**config.mk**
```make
export PLATFORM = sky130hd
export DESIGN_NAME = cpx_regs
export DESIGN_NICKNAME = d
export VERILOG_FILES = /design/src/hdl/cpx_pkg.sv /design/src/hdl/cpx_ext_reg.sv /design/src/hdl/cpx_flags.sv /design/src/hdl/cpx_regs.sv
export SDC_FILE = /design/constraint.sdc
export NUM_CORES = 1
export LEC_CHECK = 0
export BUFFER_PORTS_ARGS = -buffer_cell sky130_fd_sc_hd__buf_2
export CAP_MARGIN = 20
export CORE_AREA = 2 2 120 122
export CTS_BUF_LIST = sky130_fd_sc_hd__clkbuf_16
export DETAILED_ROUTE_END_ITERATION = 8
export DIE_AREA = 0 0 122 124
export PLACE_DENSITY = 0.8
export SLEW_MARGIN = 5
export SYNTH_ARGS = -nofsm -noshare
export SYNTH_HDL_FRONTEND = slang
export SYNTH_SLANG_ARGS = --single-unit
```
**constraint.sdc**
```tcl
create_clock -name clk_i -period 1.75 [get_ports clk_i]
set_clock_uncertainty 0.15 [all_clocks]
set_input_delay 0.0875 -clock clk_i [delete_from_list [all_inputs] [get_ports clk_i]]
set_output_delay 0.0875 -clock clk_i [all_outputs]
set_load 0.005 [all_outputs]
```
**src/hdl/cpx_pkg.sv**
```systemverilog
package cpx_pkg;

	// ----------------------------------------
	// register offsets on the io bus
	// ----------------------------------------
	localparam logic [3:0] CPX_OFF_GUARD = 4'h4;
	localparam logic [3:0] CPX_OFF_DIRECT = 4'h8;
	localparam logic [3:0] CPX_OFF_FIRST = 4'h9;
	localparam logic [3:0] CPX_OFF_SECOND = 4'ha;
	localparam logic [3:0] CPX_OFF_THIRD = 4'hb;
	localparam logic [3:0] CPX_OFF_FAR = 4'hc;
	localparam logic [3:0] CPX_OFF_SPL = 4'hd;
	localparam logic [3:0] CPX_OFF_SPH = 4'he;
	localparam logic [3:0] CPX_OFF_FLAGS = 4'hf;

	// ----------------------------------------
	// flag bit positions
	// ----------------------------------------
	localparam int CPX_BIT_C = 0;
	localparam int CPX_BIT_Z = 1;
	localparam int CPX_BIT_N = 2;
	localparam int CPX_BIT_V = 3;
	localparam int CPX_BIT_S = 4;
	localparam int CPX_BIT_H = 5;
	localparam int CPX_BIT_T = 6;
	localparam int CPX_BIT_I = 7;

	// ----------------------------------------
	// reset values and sizes
	// ----------------------------------------
	localparam logic [7:0] CPX_EXT_RST = 8'h00;
	localparam logic [7:0] CPX_FLAGS_RST = 8'h00;
	localparam logic [7:0] CPX_TEMP_RST = 8'h00;
	localparam int CPX_PTR_W = 16;
	localparam int CPX_EXT_W = 8;
	localparam int CPX_EXT_N = 5;
	// byte address bits covering the first 128k bytes of program memory
	localparam int CPX_PWORD_BITS = 17;

	// index of each extension register in the bank
	typedef enum logic [2:0] {
		CPX_EXT_DIRECT = 3'h0,
		CPX_EXT_FIRST = 3'h1,
		CPX_EXT_SECOND = 3'h2,
		CPX_EXT_THIRD = 3'h3,
		CPX_EXT_FAR = 3'h4
	} cpx_ext_t;

	// mask of implemented bits for a register holding 'bits' address bits
	function automatic logic [7:0] cpx_ext_mask(input int bits);
		logic [7:0] m;
		m = 8'h00;
		for (int i = 0; i < 8; i++) begin
			if (i < bits)
				m[i] = 1'b1;
		end
		return m;
	endfunction

	function automatic logic cpx_hit(input logic [3:0] addr,
		input logic [3:0] off);
		return addr == off;
	endfunction

endpackage

```
**src/hdl/cpx_ext_reg.sv**
```systemverilog
module cpx_ext_reg
	import cpx_pkg::*;
#(
	parameter logic [7:0] MASK = 8'hff
) (
	input wire logic clk_i,
	input wire logic rst_i,
	input wire logic wr_i,
	input wire logic [7:0] wdata_i,
	output logic [7:0] q_o
);

	logic [7:0] val_ff;
	logic [7:0] nxt_val;

	always_comb begin
		nxt_val = val_ff;
		if (wr_i)
			nxt_val = wdata_i & MASK; // [RULE10]
	end

	always_ff @(posedge clk_i) begin
		if (rst_i)
			val_ff <= CPX_EXT_RST & MASK;
		else
			val_ff <= nxt_val;
	end

	assign q_o = val_ff;

	unimpl_zero_a: assert property (@(posedge clk_i) disable iff (rst_i) // [RULE10]
		(q_o & ~MASK) == 8'h00)
		else $error("unimplemented extension bit is set");

	ext_write_a: assert property ( // [RULE10]
		@(posedge clk_i) disable iff (rst_i)
		wr_i |=> q_o == ($past(wdata_i) & MASK))
		else $error("extension write not stored");

endmodule

```
**src/hdl/cpx_flags.sv**
```systemverilog
module cpx_flags
	import cpx_pkg::*;
(
	input wire logic clk_i,
	input wire logic rst_i,
	input wire logic wr_i,
	input wire logic [7:0] wdata_i,
	input wire logic alu_we_i,
	input wire logic alu_c_i,
	input wire logic alu_z_i,
	input wire logic alu_n_i,
	input wire logic alu_v_i,
	input wire logic alu_h_i,
	input wire logic tcap_i,
	input wire logic tbit_i,
	input wire logic irq_on_i,
	input wire logic irq_off_i,
	output logic [7:0] flags_o
);

	logic [7:0] fl_ff;
	logic [7:0] nxt_fl;

	always_comb begin
		nxt_fl = fl_ff;
		if (wr_i) begin
			nxt_fl = wdata_i;
		end else begin
			if (alu_we_i) begin // [RULE21]
				nxt_fl[CPX_BIT_C] = alu_c_i; // [RULE19]
				nxt_fl[CPX_BIT_H] = alu_h_i; // [RULE19]
				nxt_fl[CPX_BIT_V] = alu_v_i; // [RULE19]
				nxt_fl[CPX_BIT_N] = alu_n_i; // [RULE18]
				nxt_fl[CPX_BIT_Z] = alu_z_i; // [RULE18]
			end
			if (tcap_i)
				nxt_fl[CPX_BIT_T] = tbit_i; // [RULE16]
			// no interrupt-taken input: acceptance never touches the enable
			if (irq_on_i)
				nxt_fl[CPX_BIT_I] = 1'b1; // [RULE15]
			else if (irq_off_i)
				nxt_fl[CPX_BIT_I] = 1'b0; // [RULE15]
		end
		// sign is never stored on its own, so it cannot drift
		nxt_fl[CPX_BIT_S] = nxt_fl[CPX_BIT_N] ^ nxt_fl[CPX_BIT_V]; // [RULE17]
	end

	always_ff @(posedge clk_i) begin
		if (rst_i)
			fl_ff <= CPX_FLAGS_RST;
		else
			fl_ff <= nxt_fl;
	end

	assign flags_o = fl_ff;

	sign_xor_a: assert property (@(posedge clk_i) disable iff (rst_i) // [RULE17]
		flags_o[CPX_BIT_S] == (flags_o[CPX_BIT_N] ^ flags_o[CPX_BIT_V]))
		else $error("sign flag differs from n xor v");

	gie_hold_a: assert property (@(posedge clk_i) disable iff (rst_i) // [RULE15]
		!wr_i && !irq_off_i && flags_o[CPX_BIT_I] |=> flags_o[CPX_BIT_I])
		else $error("interrupt enable cleared without cause");

	tcap_a: assert property (@(posedge clk_i) disable iff (rst_i) // [RULE16]
		tcap_i && !wr_i |=> flags_o[CPX_BIT_T] == $past(tbit_i))
		else $error("bit store did not reach t flag");

	alu_keep_a: assert property (@(posedge clk_i) disable iff (rst_i) // [RULE21]
		!alu_we_i && !wr_i |=> $stable(flags_o[2:0]))
		else $error("result flags changed with no update");

	alu_take_a: assert property (@(posedge clk_i) disable iff (rst_i) // [RULE18]
		alu_we_i && !wr_i |=> flags_o[CPX_BIT_Z] == $past(alu_z_i)
		&& flags_o[CPX_BIT_N] == $past(alu_n_i)
		&& flags_o[CPX_BIT_C] == $past(alu_c_i))
		else $error("result flags not taken from alu");

endmodule

```
**src/hdl/cpx_regs.sv**
```systemverilog
// What this block does
// RULE1: first pointer pair address is first_ptr_ext above the 16-bit pair.
// RULE2: second pointer pair address is second_ptr_ext above the 16-bit pair.
// RULE3: third pointer pair data address is third_ptr_ext above the pair.
// RULE4: extended program reads take third_ptr_ext as upper byte.
// RULE5: flash writes take third_ptr_ext as upper byte.
// RULE6: third_ptr_ext has no effect on low data and program addresses.
// RULE7: first and second extensions unused below 64k, absent on small parts.
// RULE8: far jump and call target is far_jump_ext above third pointer pair.
// RULE9: far_jump_ext ignored below 128k, absent on small program memory.
// RULE10: extension registers keep only needed bits; others read zero.
// RULE11: stack pointer is 16 bits split over low and high registers.
// RULE12: reset loads stack pointer with highest internal sram address.
// RULE13: stack pointer keeps only needed bits up to 64k; rest read zero.
// RULE14: with global enable clear no interrupt is enabled.
// RULE15: enable changes only by set, clear instructions or writes.
// RULE16: t flag receives bit on capture, and feeds bit deposit.
// RULE17: sign flag always equals negative xor overflow.
// RULE18: bit 2 marks negative result, bit 1 marks zero result.
// RULE19: bit 0 carry, bit 5 half carry, bit 3 overflow.
// RULE20: stack bytes pair through a temp: low written and read first.
// RULE21: flags hold until next flag-affecting instruction or direct write.
module cpx_regs
	import cpx_pkg::*;
#(
	parameter int DATA_AW = 24,
	parameter int PROG_AW = 24,
	parameter logic [15:0] SRAM_TOP = 16'h3fff
) (
	input wire logic clk_i,
	input wire logic rst_i,
	// io bus
	input wire logic [3:0] io_addr_i,
	input wire logic io_wr_i,
	input wire logic io_rd_i,
	input wire logic [7:0] io_wdata_i,
	output logic [7:0] io_rdata_o,
	// pointer pairs and direct operand from the core
	input wire logic [15:0] ptr_first_i,
	input wire logic [15:0] ptr_second_i,
	input wire logic [15:0] ptr_third_i,
	input wire logic [15:0] direct_op_i,
	output logic [23:0] addr_first_o,
	output logic [23:0] addr_second_o,
	output logic [23:0] addr_third_o,
	output logic [23:0] addr_direct_o,
	output logic [23:0] prog_read_addr_o,
	output logic [23:0] flash_write_addr_o,
	output logic [23:0] far_target_o,
	// stack pointer from the core
	input wire logic sp_we_i,
	input wire logic [15:0] sp_d_i,
	output logic [15:0] stack_ptr_o,
	// flag updates from execution
	input wire logic alu_we_i,
	input wire logic alu_c_i,
	input wire logic alu_z_i,
	input wire logic alu_n_i,
	input wire logic alu_v_i,
	input wire logic alu_h_i,
	input wire logic flag_capture_op_i,
	input wire logic capture_bit_i,
	output logic t_flag_o,
	input wire logic irq_on_op_i,
	input wire logic irq_off_op_i,
	output logic [7:0] flags_o,
	// interrupt gating
	input wire logic irq_pending_i,
	output logic irq_req_o
);

	// ----------------------------------------
	// sizes of implemented fields
	// ----------------------------------------
	localparam int DEXT_BITS = (DATA_AW > CPX_PTR_W) ? DATA_AW - CPX_PTR_W : 0;
	localparam int PEXT_BITS = (PROG_AW > CPX_PTR_W) ? PROG_AW - CPX_PTR_W : 0;
	localparam int ZEXT_BITS = (DEXT_BITS > PEXT_BITS) ? DEXT_BITS : PEXT_BITS;
	localparam int FEXT_BITS = (PROG_AW > CPX_PWORD_BITS) ?
		PROG_AW - CPX_PWORD_BITS : 0;
	localparam int SP_BITS = (DATA_AW < CPX_PTR_W) ? DATA_AW : CPX_PTR_W;
	localparam logic [15:0] SP_MASK = 16'((32'h1 << SP_BITS) - 32'h1);
	localparam logic [15:0] SP_RST = SRAM_TOP & SP_MASK;

	// absent registers get an all-zero mask and so read as zero
	localparam logic [7:0] EXT_MASK [CPX_EXT_N] = '{
		cpx_ext_mask(DEXT_BITS), // [RULE7]
		cpx_ext_mask(DEXT_BITS), // [RULE7]
		cpx_ext_mask(DEXT_BITS), // [RULE7]
		cpx_ext_mask(ZEXT_BITS),
		cpx_ext_mask(FEXT_BITS) // [RULE9]
	};
	localparam logic [3:0] EXT_OFF [CPX_EXT_N] = '{
		CPX_OFF_DIRECT,
		CPX_OFF_FIRST,
		CPX_OFF_SECOND,
		CPX_OFF_THIRD,
		CPX_OFF_FAR
	};

	// ----------------------------------------
	// extension register bank
	// ----------------------------------------
	logic [7:0] ext_q [CPX_EXT_N];

	for (genvar g = 0; g < CPX_EXT_N; g++) begin : g_ext
		cpx_ext_reg #(
			.MASK(EXT_MASK[g])
		) u_ext (
			.clk_i(clk_i),
			.rst_i(rst_i),
			.wr_i(io_wr_i && cpx_hit(io_addr_i, EXT_OFF[g])),
			.wdata_i(io_wdata_i),
			.q_o(ext_q[g])
		);
	end

	// ----------------------------------------
	// address forming
	// ----------------------------------------
	// a zero upper byte leaves the 16-bit address unchanged
	assign addr_first_o = {ext_q[CPX_EXT_FIRST], ptr_first_i}; // [RULE1] [RULE7]
	assign addr_second_o = {ext_q[CPX_EXT_SECOND], ptr_second_i}; // [RULE2]
	assign addr_third_o = {ext_q[CPX_EXT_THIRD], ptr_third_i}; // [RULE3] [RULE6]
	assign addr_direct_o = {ext_q[CPX_EXT_DIRECT], direct_op_i};
	assign prog_read_addr_o = {ext_q[CPX_EXT_THIRD], ptr_third_i}; // [RULE4]
	assign flash_write_addr_o = {ext_q[CPX_EXT_THIRD], ptr_third_i}; // [RULE5]
	// word target: the extension supplies bits above the 16-bit pointer
	assign far_target_o = {ext_q[CPX_EXT_FAR], ptr_third_i}; // [RULE8] [RULE9]

	// ----------------------------------------
	// stack pointer and shared temp
	// ----------------------------------------
	logic [15:0] sp_ff;
	logic [15:0] nxt_sp;
	logic [7:0] temp_ff;
	logic [7:0] nxt_temp;
	logic wr_spl;
	logic wr_sph;
	logic rd_spl;

	assign wr_spl = io_wr_i && cpx_hit(io_addr_i, CPX_OFF_SPL);
	assign wr_sph = io_wr_i && cpx_hit(io_addr_i, CPX_OFF_SPH);
	assign rd_spl = io_rd_i && cpx_hit(io_addr_i, CPX_OFF_SPL);

	always_comb begin
		nxt_sp = sp_ff;
		nxt_temp = temp_ff;
		if (wr_spl)
			nxt_temp = io_wdata_i; // [RULE20]
		else if (rd_spl)
			nxt_temp = sp_ff[15:8]; // [RULE20]
		// high byte write moves both halves at once
		if (wr_sph)
			nxt_sp = {io_wdata_i, temp_ff} & SP_MASK; // [RULE20] [RULE13]
		else if (sp_we_i)
			nxt_sp = sp_d_i & SP_MASK; // [RULE11] [RULE13]
	end

	always_ff @(posedge clk_i) begin
		if (rst_i) begin
			sp_ff <= SP_RST; // [RULE12]
			temp_ff <= CPX_TEMP_RST;
		end else begin
			sp_ff <= nxt_sp;
			temp_ff <= nxt_temp;
		end
	end

	assign stack_ptr_o = sp_ff;

	// ----------------------------------------
	// status flags
	// ----------------------------------------
	logic wr_flags;

	assign wr_flags = io_wr_i && cpx_hit(io_addr_i, CPX_OFF_FLAGS);

	cpx_flags u_flags (
		.clk_i(clk_i),
		.rst_i(rst_i),
		.wr_i(wr_flags),
		.wdata_i(io_wdata_i),
		.alu_we_i(alu_we_i),
		.alu_c_i(alu_c_i),
		.alu_z_i(alu_z_i),
		.alu_n_i(alu_n_i),
		.alu_v_i(alu_v_i),
		.alu_h_i(alu_h_i),
		.tcap_i(flag_capture_op_i),
		.tbit_i(capture_bit_i),
		.irq_on_i(irq_on_op_i),
		.irq_off_i(irq_off_op_i),
		.flags_o(flags_o)
	);

	assign t_flag_o = flags_o[CPX_BIT_T]; // [RULE16]
	assign irq_req_o = irq_pending_i && flags_o[CPX_BIT_I]; // [RULE14]

	// ----------------------------------------
	// read data
	// ----------------------------------------
	// registered one cycle after the read strobe; guard reads as zero here
	logic [7:0] rdata_ff;
	logic [7:0] nxt_rdata;

	always_comb begin
		nxt_rdata = rdata_ff;
		if (io_rd_i) begin
			nxt_rdata = 8'h00;
			for (int i = 0; i < CPX_EXT_N; i++) begin
				if (cpx_hit(io_addr_i, EXT_OFF[i]))
					nxt_rdata = ext_q[i]; // [RULE10]
			end
			case (io_addr_i)
				CPX_OFF_SPL: nxt_rdata = sp_ff[7:0];
				CPX_OFF_SPH: nxt_rdata = temp_ff; // [RULE20]
				CPX_OFF_FLAGS: nxt_rdata = flags_o;
				default: ;
			endcase
		end
	end

	always_ff @(posedge clk_i) begin
		if (rst_i)
			rdata_ff <= 8'h00;
		else
			rdata_ff <= nxt_rdata;
	end

	assign io_rdata_o = rdata_ff;

	// ----------------------------------------
	// checks
	// ----------------------------------------
	sp_reset_a: assert property (@(posedge clk_i) // [RULE12]
		rst_i |=> stack_ptr_o == SP_RST)
		else $error("stack pointer reset value wrong");

	sp_pair_a: assert property (@(posedge clk_i) disable iff (rst_i) // [RULE20]
		wr_spl ##1 wr_sph |=>
		stack_ptr_o == ({$past(io_wdata_i), $past(io_wdata_i, 2)} & SP_MASK))
		else $error("stack pointer pair write wrong");

	sp_read_a: assert property (@(posedge clk_i) disable iff (rst_i) // [RULE20]
		rd_spl && !wr_spl && !wr_sph && !sp_we_i ##1
		io_rd_i && cpx_hit(io_addr_i, CPX_OFF_SPH) |=>
		io_rdata_o == $past(stack_ptr_o[15:8], 2))
		else $error("stack high byte not paired with low read");

	sp_bits_a: assert property (@(posedge clk_i) disable iff (rst_i) // [RULE13]
		(stack_ptr_o & ~SP_MASK) == 16'h0000)
		else $error("unimplemented stack bit set");

	first_addr_a: assert property (@(posedge clk_i) disable iff (rst_i) // [RULE1]
		io_wr_i && cpx_hit(io_addr_i, CPX_OFF_FIRST) |=>
		addr_first_o[23:16] == ($past(io_wdata_i) & EXT_MASK[CPX_EXT_FIRST])
		&& addr_first_o[15:0] == ptr_first_i)
		else $error("first pointer address wrong");

	far_target_a: assert property (@(posedge clk_i) disable iff (rst_i) // [RULE8]
		io_wr_i && cpx_hit(io_addr_i, CPX_OFF_FAR) |=>
		far_target_o == {$past(io_wdata_i) & EXT_MASK[CPX_EXT_FAR],
		ptr_third_i})
		else $error("far jump target wrong");

	irq_gate_a: assert property (@(posedge clk_i) disable iff (rst_i) // [RULE14]
		!flags_o[CPX_BIT_I] |-> !irq_req_o)
		else $error("interrupt requested while disabled");

	irq_off_a: assert property (@(posedge clk_i) disable iff (rst_i) // [RULE14]
		irq_off_op_i && !irq_on_op_i && !wr_flags |=> !irq_req_o)
		else $error("interrupt request after disable");

	second_addr_a: assert property ( // [RULE2]
		@(posedge clk_i) disable iff (rst_i)
		io_wr_i && cpx_hit(io_addr_i, CPX_OFF_SECOND) |=>
		addr_second_o == {$past(io_wdata_i) & EXT_MASK[CPX_EXT_SECOND],
		ptr_second_i})
		else $error("second pointer address wrong");

	third_addr_a: assert property ( // [RULE3]
		@(posedge clk_i) disable iff (rst_i)
		io_wr_i && cpx_hit(io_addr_i, CPX_OFF_THIRD) |=>
		addr_third_o == {$past(io_wdata_i) & EXT_MASK[CPX_EXT_THIRD],
		ptr_third_i})
		else $error("third pointer address wrong");

	third_prog_a: assert property ( // [RULE4] [RULE5]
		@(posedge clk_i) disable iff (rst_i)
		io_wr_i && cpx_hit(io_addr_i, CPX_OFF_THIRD) |=>
		prog_read_addr_o == {$past(io_wdata_i) & EXT_MASK[CPX_EXT_THIRD],
		ptr_third_i}
		&& flash_write_addr_o[23:16] ==
		($past(io_wdata_i) & EXT_MASK[CPX_EXT_THIRD]))
		else $error("program address upper byte wrong");

	sp_load_a: assert property ( // [RULE11] [RULE13]
		@(posedge clk_i) disable iff (rst_i)
		sp_we_i && !wr_sph |=>
		stack_ptr_o == ($past(sp_d_i) & SP_MASK))
		else $error("core stack pointer load wrong");

	ext_read_a: assert property ( // [RULE10]
		@(posedge clk_i) disable iff (rst_i)
		io_rd_i && cpx_hit(io_addr_i, CPX_OFF_THIRD) |=>
		(io_rdata_o & ~EXT_MASK[CPX_EXT_THIRD]) == 8'h00)
		else $error("unimplemented bit read as one");

	flags_read_a: assert property ( // [RULE21]
		@(posedge clk_i) disable iff (rst_i)
		io_rd_i && cpx_hit(io_addr_i, CPX_OFF_FLAGS) |=>
		io_rdata_o == $past(flags_o))
		else $error("status read does not match flags");

	irq_set_a: assert property ( // [RULE15]
		@(posedge clk_i) disable iff (rst_i)
		irq_on_op_i && !wr_flags |=> flags_o[CPX_BIT_I])
		else $error("interrupt enable not set");

endmodule

```
==> results.yml, run 1 <==
power_and_ir_drop:
  power.density_nw_per_um2: 805
  p_sw_frac: 0.251
  peakVddDrop_mv: 0.458
  combinationalPowerShare: 0.138
  intPower_mw: 3.23
  total_leakage_power_nw: 2.28
  switchingPower_mw: 1.08
  clkPwrFrac: 0.416
  seqPwrFrac: 0.447
clocking:
  clock_latency_ns: 0.34
  cts_tree: "done"
  root_buffer: "clkbuf_16"
  post-cts-setup-buffer-count: 0
  cts_sinks: 79
  cts_resized: 0
  htreeDepth: 3
  cts_made_buffers: 9
  postCtsHoldBufs: 32
  clk_path_buf_depth: 2
  path_clk_slew_ns: 0.06
job:
  cap_viol_max_count: 0
synth:
  synth-async-reset-ratio: 0
  netlist-cell-type-count: 46
  ys_ff_latch: 79
  syn_area_um2: 4900
  synth_flop_cell: "dfxtp_1"
  yosysWarnings: 0
  synth_edf_count: 0
  syn_nets: 691
  avgSynthCellArea_um2: 8.40
  syn_inst: 583
  ys_seq_area_frac: 0.323
critical_path:
  worst-endpoint-arrival_ns: 1.56
  cp_slowest_cell: "dlygate4sd3_1"
  reg2reg_depth: 4
  reg2reg_from: "g_ext[0].u_ext.q_o[5]"
  crit_path_end_kind: "register"
  cp_max_fo: 8
  slowest_delay_ns: 0.54
  crit_chain: "dlygate4sd3_1 -> buf_2 -> nor2b_1 -> buf_4 -> o21a_1 -> o21ai_0 -> o211ai_1"
  timing_worst_setup_path_type: "in2reg"
  critPathLaunch: "io_rd_i"
  worst-endpoint-required_ns: 1.80
  critPathLaunchType: "input pin"
floorplan:
  die-height_um: 124
  die-area_um2: 15100
  ioPinCount: 310
  initial_core_util: 0.357
  core_area_um2: 13700
  die_w_um: 122
  rows: 43
timing:
  max_slew.worst_pin.slew_ns: 0.506
  finalSetupViolCount: 0
  max_freq_ghz: 0.664
  rsz0062_at_grt: "no"
  slew_headroom: 0.659
  hold_viol_final: 0
  fin_ws_ns: 0.244
  hold_ws_ns: 0.00437
  tns_ns: 0
  period_needed_ns: 1.51
  timing.final.crit_share: 0.860
  slew_violations: 0
placed_design:
  hpwl_um: 10400
  gp_congestion: 0.966
  place_ws_ns: 0.106
  dp_cells: 740
  io_buffers: 132
layout:
  area_delta_synth_final_pct: 9.25
  final_layout_size_suffix_gt1_frac: 0.306
  n_antenna_cell: 0
  finish.utilization: 0.390
  nNetsFinal: 711
  instances_no_fill: 787
  fill_cells: 1371
route:
  drt_iter0_drc: 314
  detail_route.wl_per_cell_um: 18.0
  drc_errors: 0
  dr.pass1.iters: 5
  routed_wl_um: 14200
  vias_per_cell: 5.10
  ant_nets: 0
  vias: 4013
global_routing:
  first_global_vias: 3817
  antenna_found_initial: 0
  grt_pass1_wl_um: 21100
  grt_max_degree: 72
  grt_usage: 0.185
  grt_overflow: 0
min_path:
  hold_class: "in2reg"
  min-delay-start: "capture_bit_i"
  hold_depth: 3
outcome:
  outcome: "complete, no violations"
## stage by stage
| step | total power [mW] | cell area [um^2] |
|---|---|---|
| final | 4.31 | 5350 |
| after global routing | 4.48 | 5350 |
| after global placement | 2.49 | 4750 |
| after CTS | 4.32 | 5350 |
| after floorplan | 2.48 | 4900 |
| after detailed placement | 2.49 | 4750 |
## cell usage in the layout, fill, tap and decap left out, types with 3 or more instances in the layout
master,count
a31o_2,6
o21a_1,6
a311oi_1,7
buf_4,13
nor2b_1,14
dlygate4sd3_1,32
o21ai_1,3
dfxtp_1,79
a21oi_1,22
clkbuf_16,9
inv_1,11
a211oi_1,23
mux2i_1,32
nor3_4,3
o211ai_1,7
o21ai_0,29
buf_2,132
a221oi_1,7
mux2_2,7
o22ai_1,7
nand2_1,38
o21bai_1,19
nand2b_1,3
nand3b_1,6
nor2_1,57
clkinv_2,3
nor2_2,3
## routing by layer
| layer | GRT usage | share of wire |
|---|---|---|
| met5 | 0 | 0 |
| met3 | 0.0659 | 0.094 |
| met4 | 0.123 | 0.050 |
| met2 | 0.283 | 0.45 |
| met1 | 0.219 | 0.41 |
## registers in the layout (all words and copies together) (netlist names)
register,count
g_ext.u_ext.q_o,39
io_rdata_o,8
stack_ptr_o,16
temp_ff,8
u_flags.flags_o,8
## Yosys cell counts (2+ instances only)
| master | number | area [um^2] |
|---|---|---|
| a211oi_1 | 23 | 173 |
| a21oi_1 | 22 | 110 |
| a221oi_1 | 7 | 61.3 |
| a311oi_1 | 7 | 61.3 |
| a31o_2 | 6 | 52.6 |
| and2_1 | 2 | 12.5 |
| and3b_1 | 2 | 17.5 |
| buf_2 | 13 | 65.1 |
| buf_4 | 131 | 983 |
| buf_6 | 3 | 33.8 |
| clkbuf_1 | 22 | 82.6 |
| dfxtp_1 | 79 | 1580 |
| inv_1 | 11 | 41.3 |
| mux2_2 | 7 | 78.8 |
| mux2i_1 | 32 | 320 |
| nand2_1 | 38 | 143 |
| nand2b_1 | 3 | 18.8 |
| nand3_2 | 2 | 20.0 |
| nand3b_1 | 6 | 45.0 |
| nor2_1 | 57 | 214 |
| nor2_2 | 3 | 18.8 |
| nor2_4 | 2 | 22.5 |
| nor2b_1 | 14 | 87.6 |
| nor3_4 | 3 | 48.8 |
| o211ai_1 | 7 | 52.6 |
| o21a_1 | 6 | 45.0 |
| o21ai_0 | 29 | 145 |
| o21ai_1 | 3 | 15.0 |
| o21bai_1 | 19 | 143 |
| o22ai_1 | 7 | 43.8 |
| xor2_1 | 2 | 17.5 |
## power by group through the flow
stage | logic, mW | clock network [mW] | registers [mW]
2_1_floorplan | 0.530 | 0 | 1.95
3_3_place_gp | 0.525 | 0 | 1.96
3_5_place_dp | 0.532 | 0 | 1.96
4_1_cts | 0.592 | 1.81 | 1.92
5_1_grt | 0.648 | 1.90 | 1.93
6_report | 0.593 | 1.79 | 1.92
## worst paths after layout
path / slack, ns / end
worst max-delay path: 0.24 / io_rdata_o[5]
worst max register to register: 0.28 / io_rdata_o[5]
worst min-delay path: 0.004 / u_flags.flags_o[6]
worst min register to register: 0.32 / io_rdata_o[0]
## critical path: cells and delay by family
family,cells,cell delay [ns]
buffers and inverters,3,0.86
AND/OR/NAND/NOR,1,0.13
AO/OA/AOI/OAI,3,0.46
## cells by family after synthesis
| group | count (synthesis) | synth area share |
|---|---|---|
| compound gates | 141 | 0.193 |
| mux | 40 | 0.0861 |
| flops | 79 | 0.323 |
| other cells | 1 | 0.000766 |
| buf+inv | 181 | 0.247 |
| xor+xnor | 3 | 0.00537 |
| simple gates | 138 | 0.144 |
## final cells by class
type	count	area (um^2)	area share
clock buffers	9	225	0.0421
clock inverters	6	52.6	0.00982
inverters	11	41.3	0.00772
multi-input cells	323	2100	0.393
flip-flops and latches	79	1580	0.296
well taps	180	225	0.0421
repair buffers	179	1120	0.209
No activity file was read; power rests on OpenSTA's default activity.
==> run 2: changes to the inputs <==
--- a/config.mk
+++ b/config.mk
@@ -7,11 +7,13 @@
 export LEC_CHECK = 0
 export BUFFER_PORTS_ARGS = -buffer_cell sky130_fd_sc_hd__buf_2
 export CAP_MARGIN = 20
-export CORE_AREA = 2 2 120 122
+export CELL_PAD_IN_SITES_DETAIL_PLACEMENT = 2
+export CELL_PAD_IN_SITES_GLOBAL_PLACEMENT = 2
+export CORE_MARGIN = 2
+export CORE_UTILIZATION = 22
 export CTS_BUF_LIST = sky130_fd_sc_hd__clkbuf_16
 export DETAILED_ROUTE_END_ITERATION = 8
-export DIE_AREA = 0 0 122 124
-export PLACE_DENSITY = 0.8
+export PLACE_DENSITY = 0.9
 export SLEW_MARGIN = 5
 export SYNTH_ARGS = -nofsm -noshare
 export SYNTH_HDL_FRONTEND = slang
==> constraint.sdc (replaced) <==
create_clock -name clk_i -period 1.59 [get_ports clk_i]
set_clock_uncertainty 0.15 [all_clocks]
set_input_delay 0.0795 -clock clk_i [delete_from_list [all_inputs] [get_ports clk_i]]
set_output_delay 0.0795 -clock clk_i [all_outputs]
set_load 0.005 [all_outputs]
==> run 2 against run 1 <==
Compared with the run above:
- the flow now finishes with violations (negative hold slack)
- die area increased by 55%
- clock power grew 3%
- power is 8.8% higher
- critical endpoint unchanged
- highest routed layer unchanged
- via count is 5.0% higher
- sequential share of layout area decreased by 1.1 points
==> results.yml, run 2 (synthesized netlist as in run 1, its figures left out) <==
clocking:
  cts_sinks: 79
  root_buffer: "clkbuf_16"
  clk_path_buf_depth: 2
  clock_latency_ns: 0.34
  path_clk_slew_ns: 0.06
  post-cts-setup-buffer-count: 0
  cts_made_buffers: 9
  cts_tree: "done"
  htreeDepth: 3
layout:
  n_antenna_cell: 0
  mostFrequentLayoutCells: "buf_2, dfxtp_1, nor2_1"
  instances_no_fill: 894
  area_delta_synth_final_pct: 13.3
  final_layout_size_suffix_gt1_frac: 0.318
  nNetsFinal: 719
  final_common_cell: "buf_2"
  largest_reg_flops: 39
  fill_cells: 2478
power_and_ir_drop:
  power.density_nw_per_um2: 845
  total_power_mw: 4.68
  total_leakage_power_nw: 2.31
  peakVddDrop_mv: 0.349
floorplan:
  rows: 54
  die-height_um: 153
  die-area_um2: 23500
  initial_core_util: 0.224
  ioPinCount: 310
  die_w_um: 153
  core_area_um2: 21800
route:
  wl_met3_um: 1070
  met2_length_um: 8820
  vias_per_cell: 4.71
  drc_errors: 0
  m1WireLength_um: 7800
  routed_wl_um: 18400
  dr.pass1.iters: 4
  drt_iter0_drc: 219
  vias: 4212
  top_layer: "met4"
  detail_route.wl_per_cell_um: 20.6
  ant_nets: 0
timing:
  timing.final.crit_share: 0.977
  max_freq_ghz: 0.644
  hold_viol_final: 1
  max_slew.worst_pin.slew_ns: 0.587
  rsz0062_at_grt: "no"
  hold_ws_ns: -0.0230
  finalSetupViolCount: 0
  period_needed_ns: 1.55
  slew_violations: 0
  slew_headroom: 0.607
outcome:
  violations: "negative hold slack"
  outcome: "complete, but fails checks"
placed_design:
  dp_cells: 849
  io_buffers: 132
  gp_congestion: 0.829
  hpwl_um: 14000
global_routing:
  grt_max_degree: 70
  grt_pass1_wl_um: 28100
  first_global_vias: 4642
  grt_usage: 0.155
  antenna_found_initial: 0
  grt_overflow: 0
min_path:
  hold_class: "in2reg"
critical_path:
  worst-endpoint-arrival_ns: 1.67
  crit_path_end_kind: "register"
  timing_worst_setup_path_type: "reg2reg"
  critPathLaunchType: "register"
  worst-endpoint-required_ns: 1.71
  reg2reg_slack_ns: 0.04
  cp_max_fo: 3
job:
  cap_viol_max_count: 0
[run 2: final cells by class]
class | instances | area, um^2 | area share
clock buffers | 9 | 225 | 0.0406
clock inverters | 5 | 27.5 | 0.00496
inverters | 11 | 41.3 | 0.00744
multi-input cells | 323 | 2110 | 0.380
flip-flops and latches | 79 | 1580 | 0.285
well taps | 280 | 350 | 0.0632
repair buffers | 187 | 1210 | 0.219
[run 2: metrics by stage]
| step | hold slack [ns] | utilization | worst slack [ns] | setup TNS, ns | instance area, um^2 |
|---|---|---|---|---|---|
| 6_report | -0.0230 | 0.254 | 0.0362 | 0 | 5550 |
| 3_5_place_dp | 0.00903 | 0.228 | -0.0720 | -0.237 | 4980 |
| 5_1_grt | 0.00901 | 0.254 | 0.0215 | 0 | 5550 |
| 4_1_cts | 0.00450 | 0.254 | 0.0195 | 0 | 5540 |
| 2_1_floorplan | 0.0251 | - | 0.210 | 0 | 4900 |
| 3_3_place_gp | 0.00903 | 0.228 | -0.0303 | -0.0370 | 4980 |
[run 2: metal layers]
metal,global-route usage,up-vias
met2,0.258,143
met3,0.0346,68
met1,0.186,2079
li1,-,1922
met5,0,-
met4,0.0838,0
[run 2: worst paths after layout]
| path | to | depth (start not counted) | start |
|---|---|---|---|
| max | io_rdata_o[5] | 4 | g_ext[1].u_ext.q_o[5] |
| min | u_flags.flags_o[0] | 3 | alu_c_i |
| max reg2reg | io_rdata_o[5] | 4 | g_ext[1].u_ext.q_o[5] |
| min reg2reg | io_rdata_o[0] | 2 | io_rdata_o[0] |
[run 2: repair_timing]
item / CTS / global route
resized for setup: 0 / 2
endpoints found under the setup margin: 0 / 3
hold buffers: 31 / 0
hold endpoints to repair: 40 / 0
[run 2: where the power goes]
group / switching (mW) / total (mW) / internal, mW / leakage, nW
logic: 0.384 / 0.709 / 0.325 / 1.54
clock network: 0.828 / 1.85 / 1.03 / 0.118
registers: 0.0688 / 2.12 / 2.05 / 0.645
total: 1.28 / 4.68 / 3.40 / 2.31
[run 2: worst max-delay path: stages (launching register included)]
cell	delay [ns]
dfxtp_1	0.38
nand3b_1	0.10
a221oi_1	0.39
o21ai_0	0.30
o211ai_1	0.16
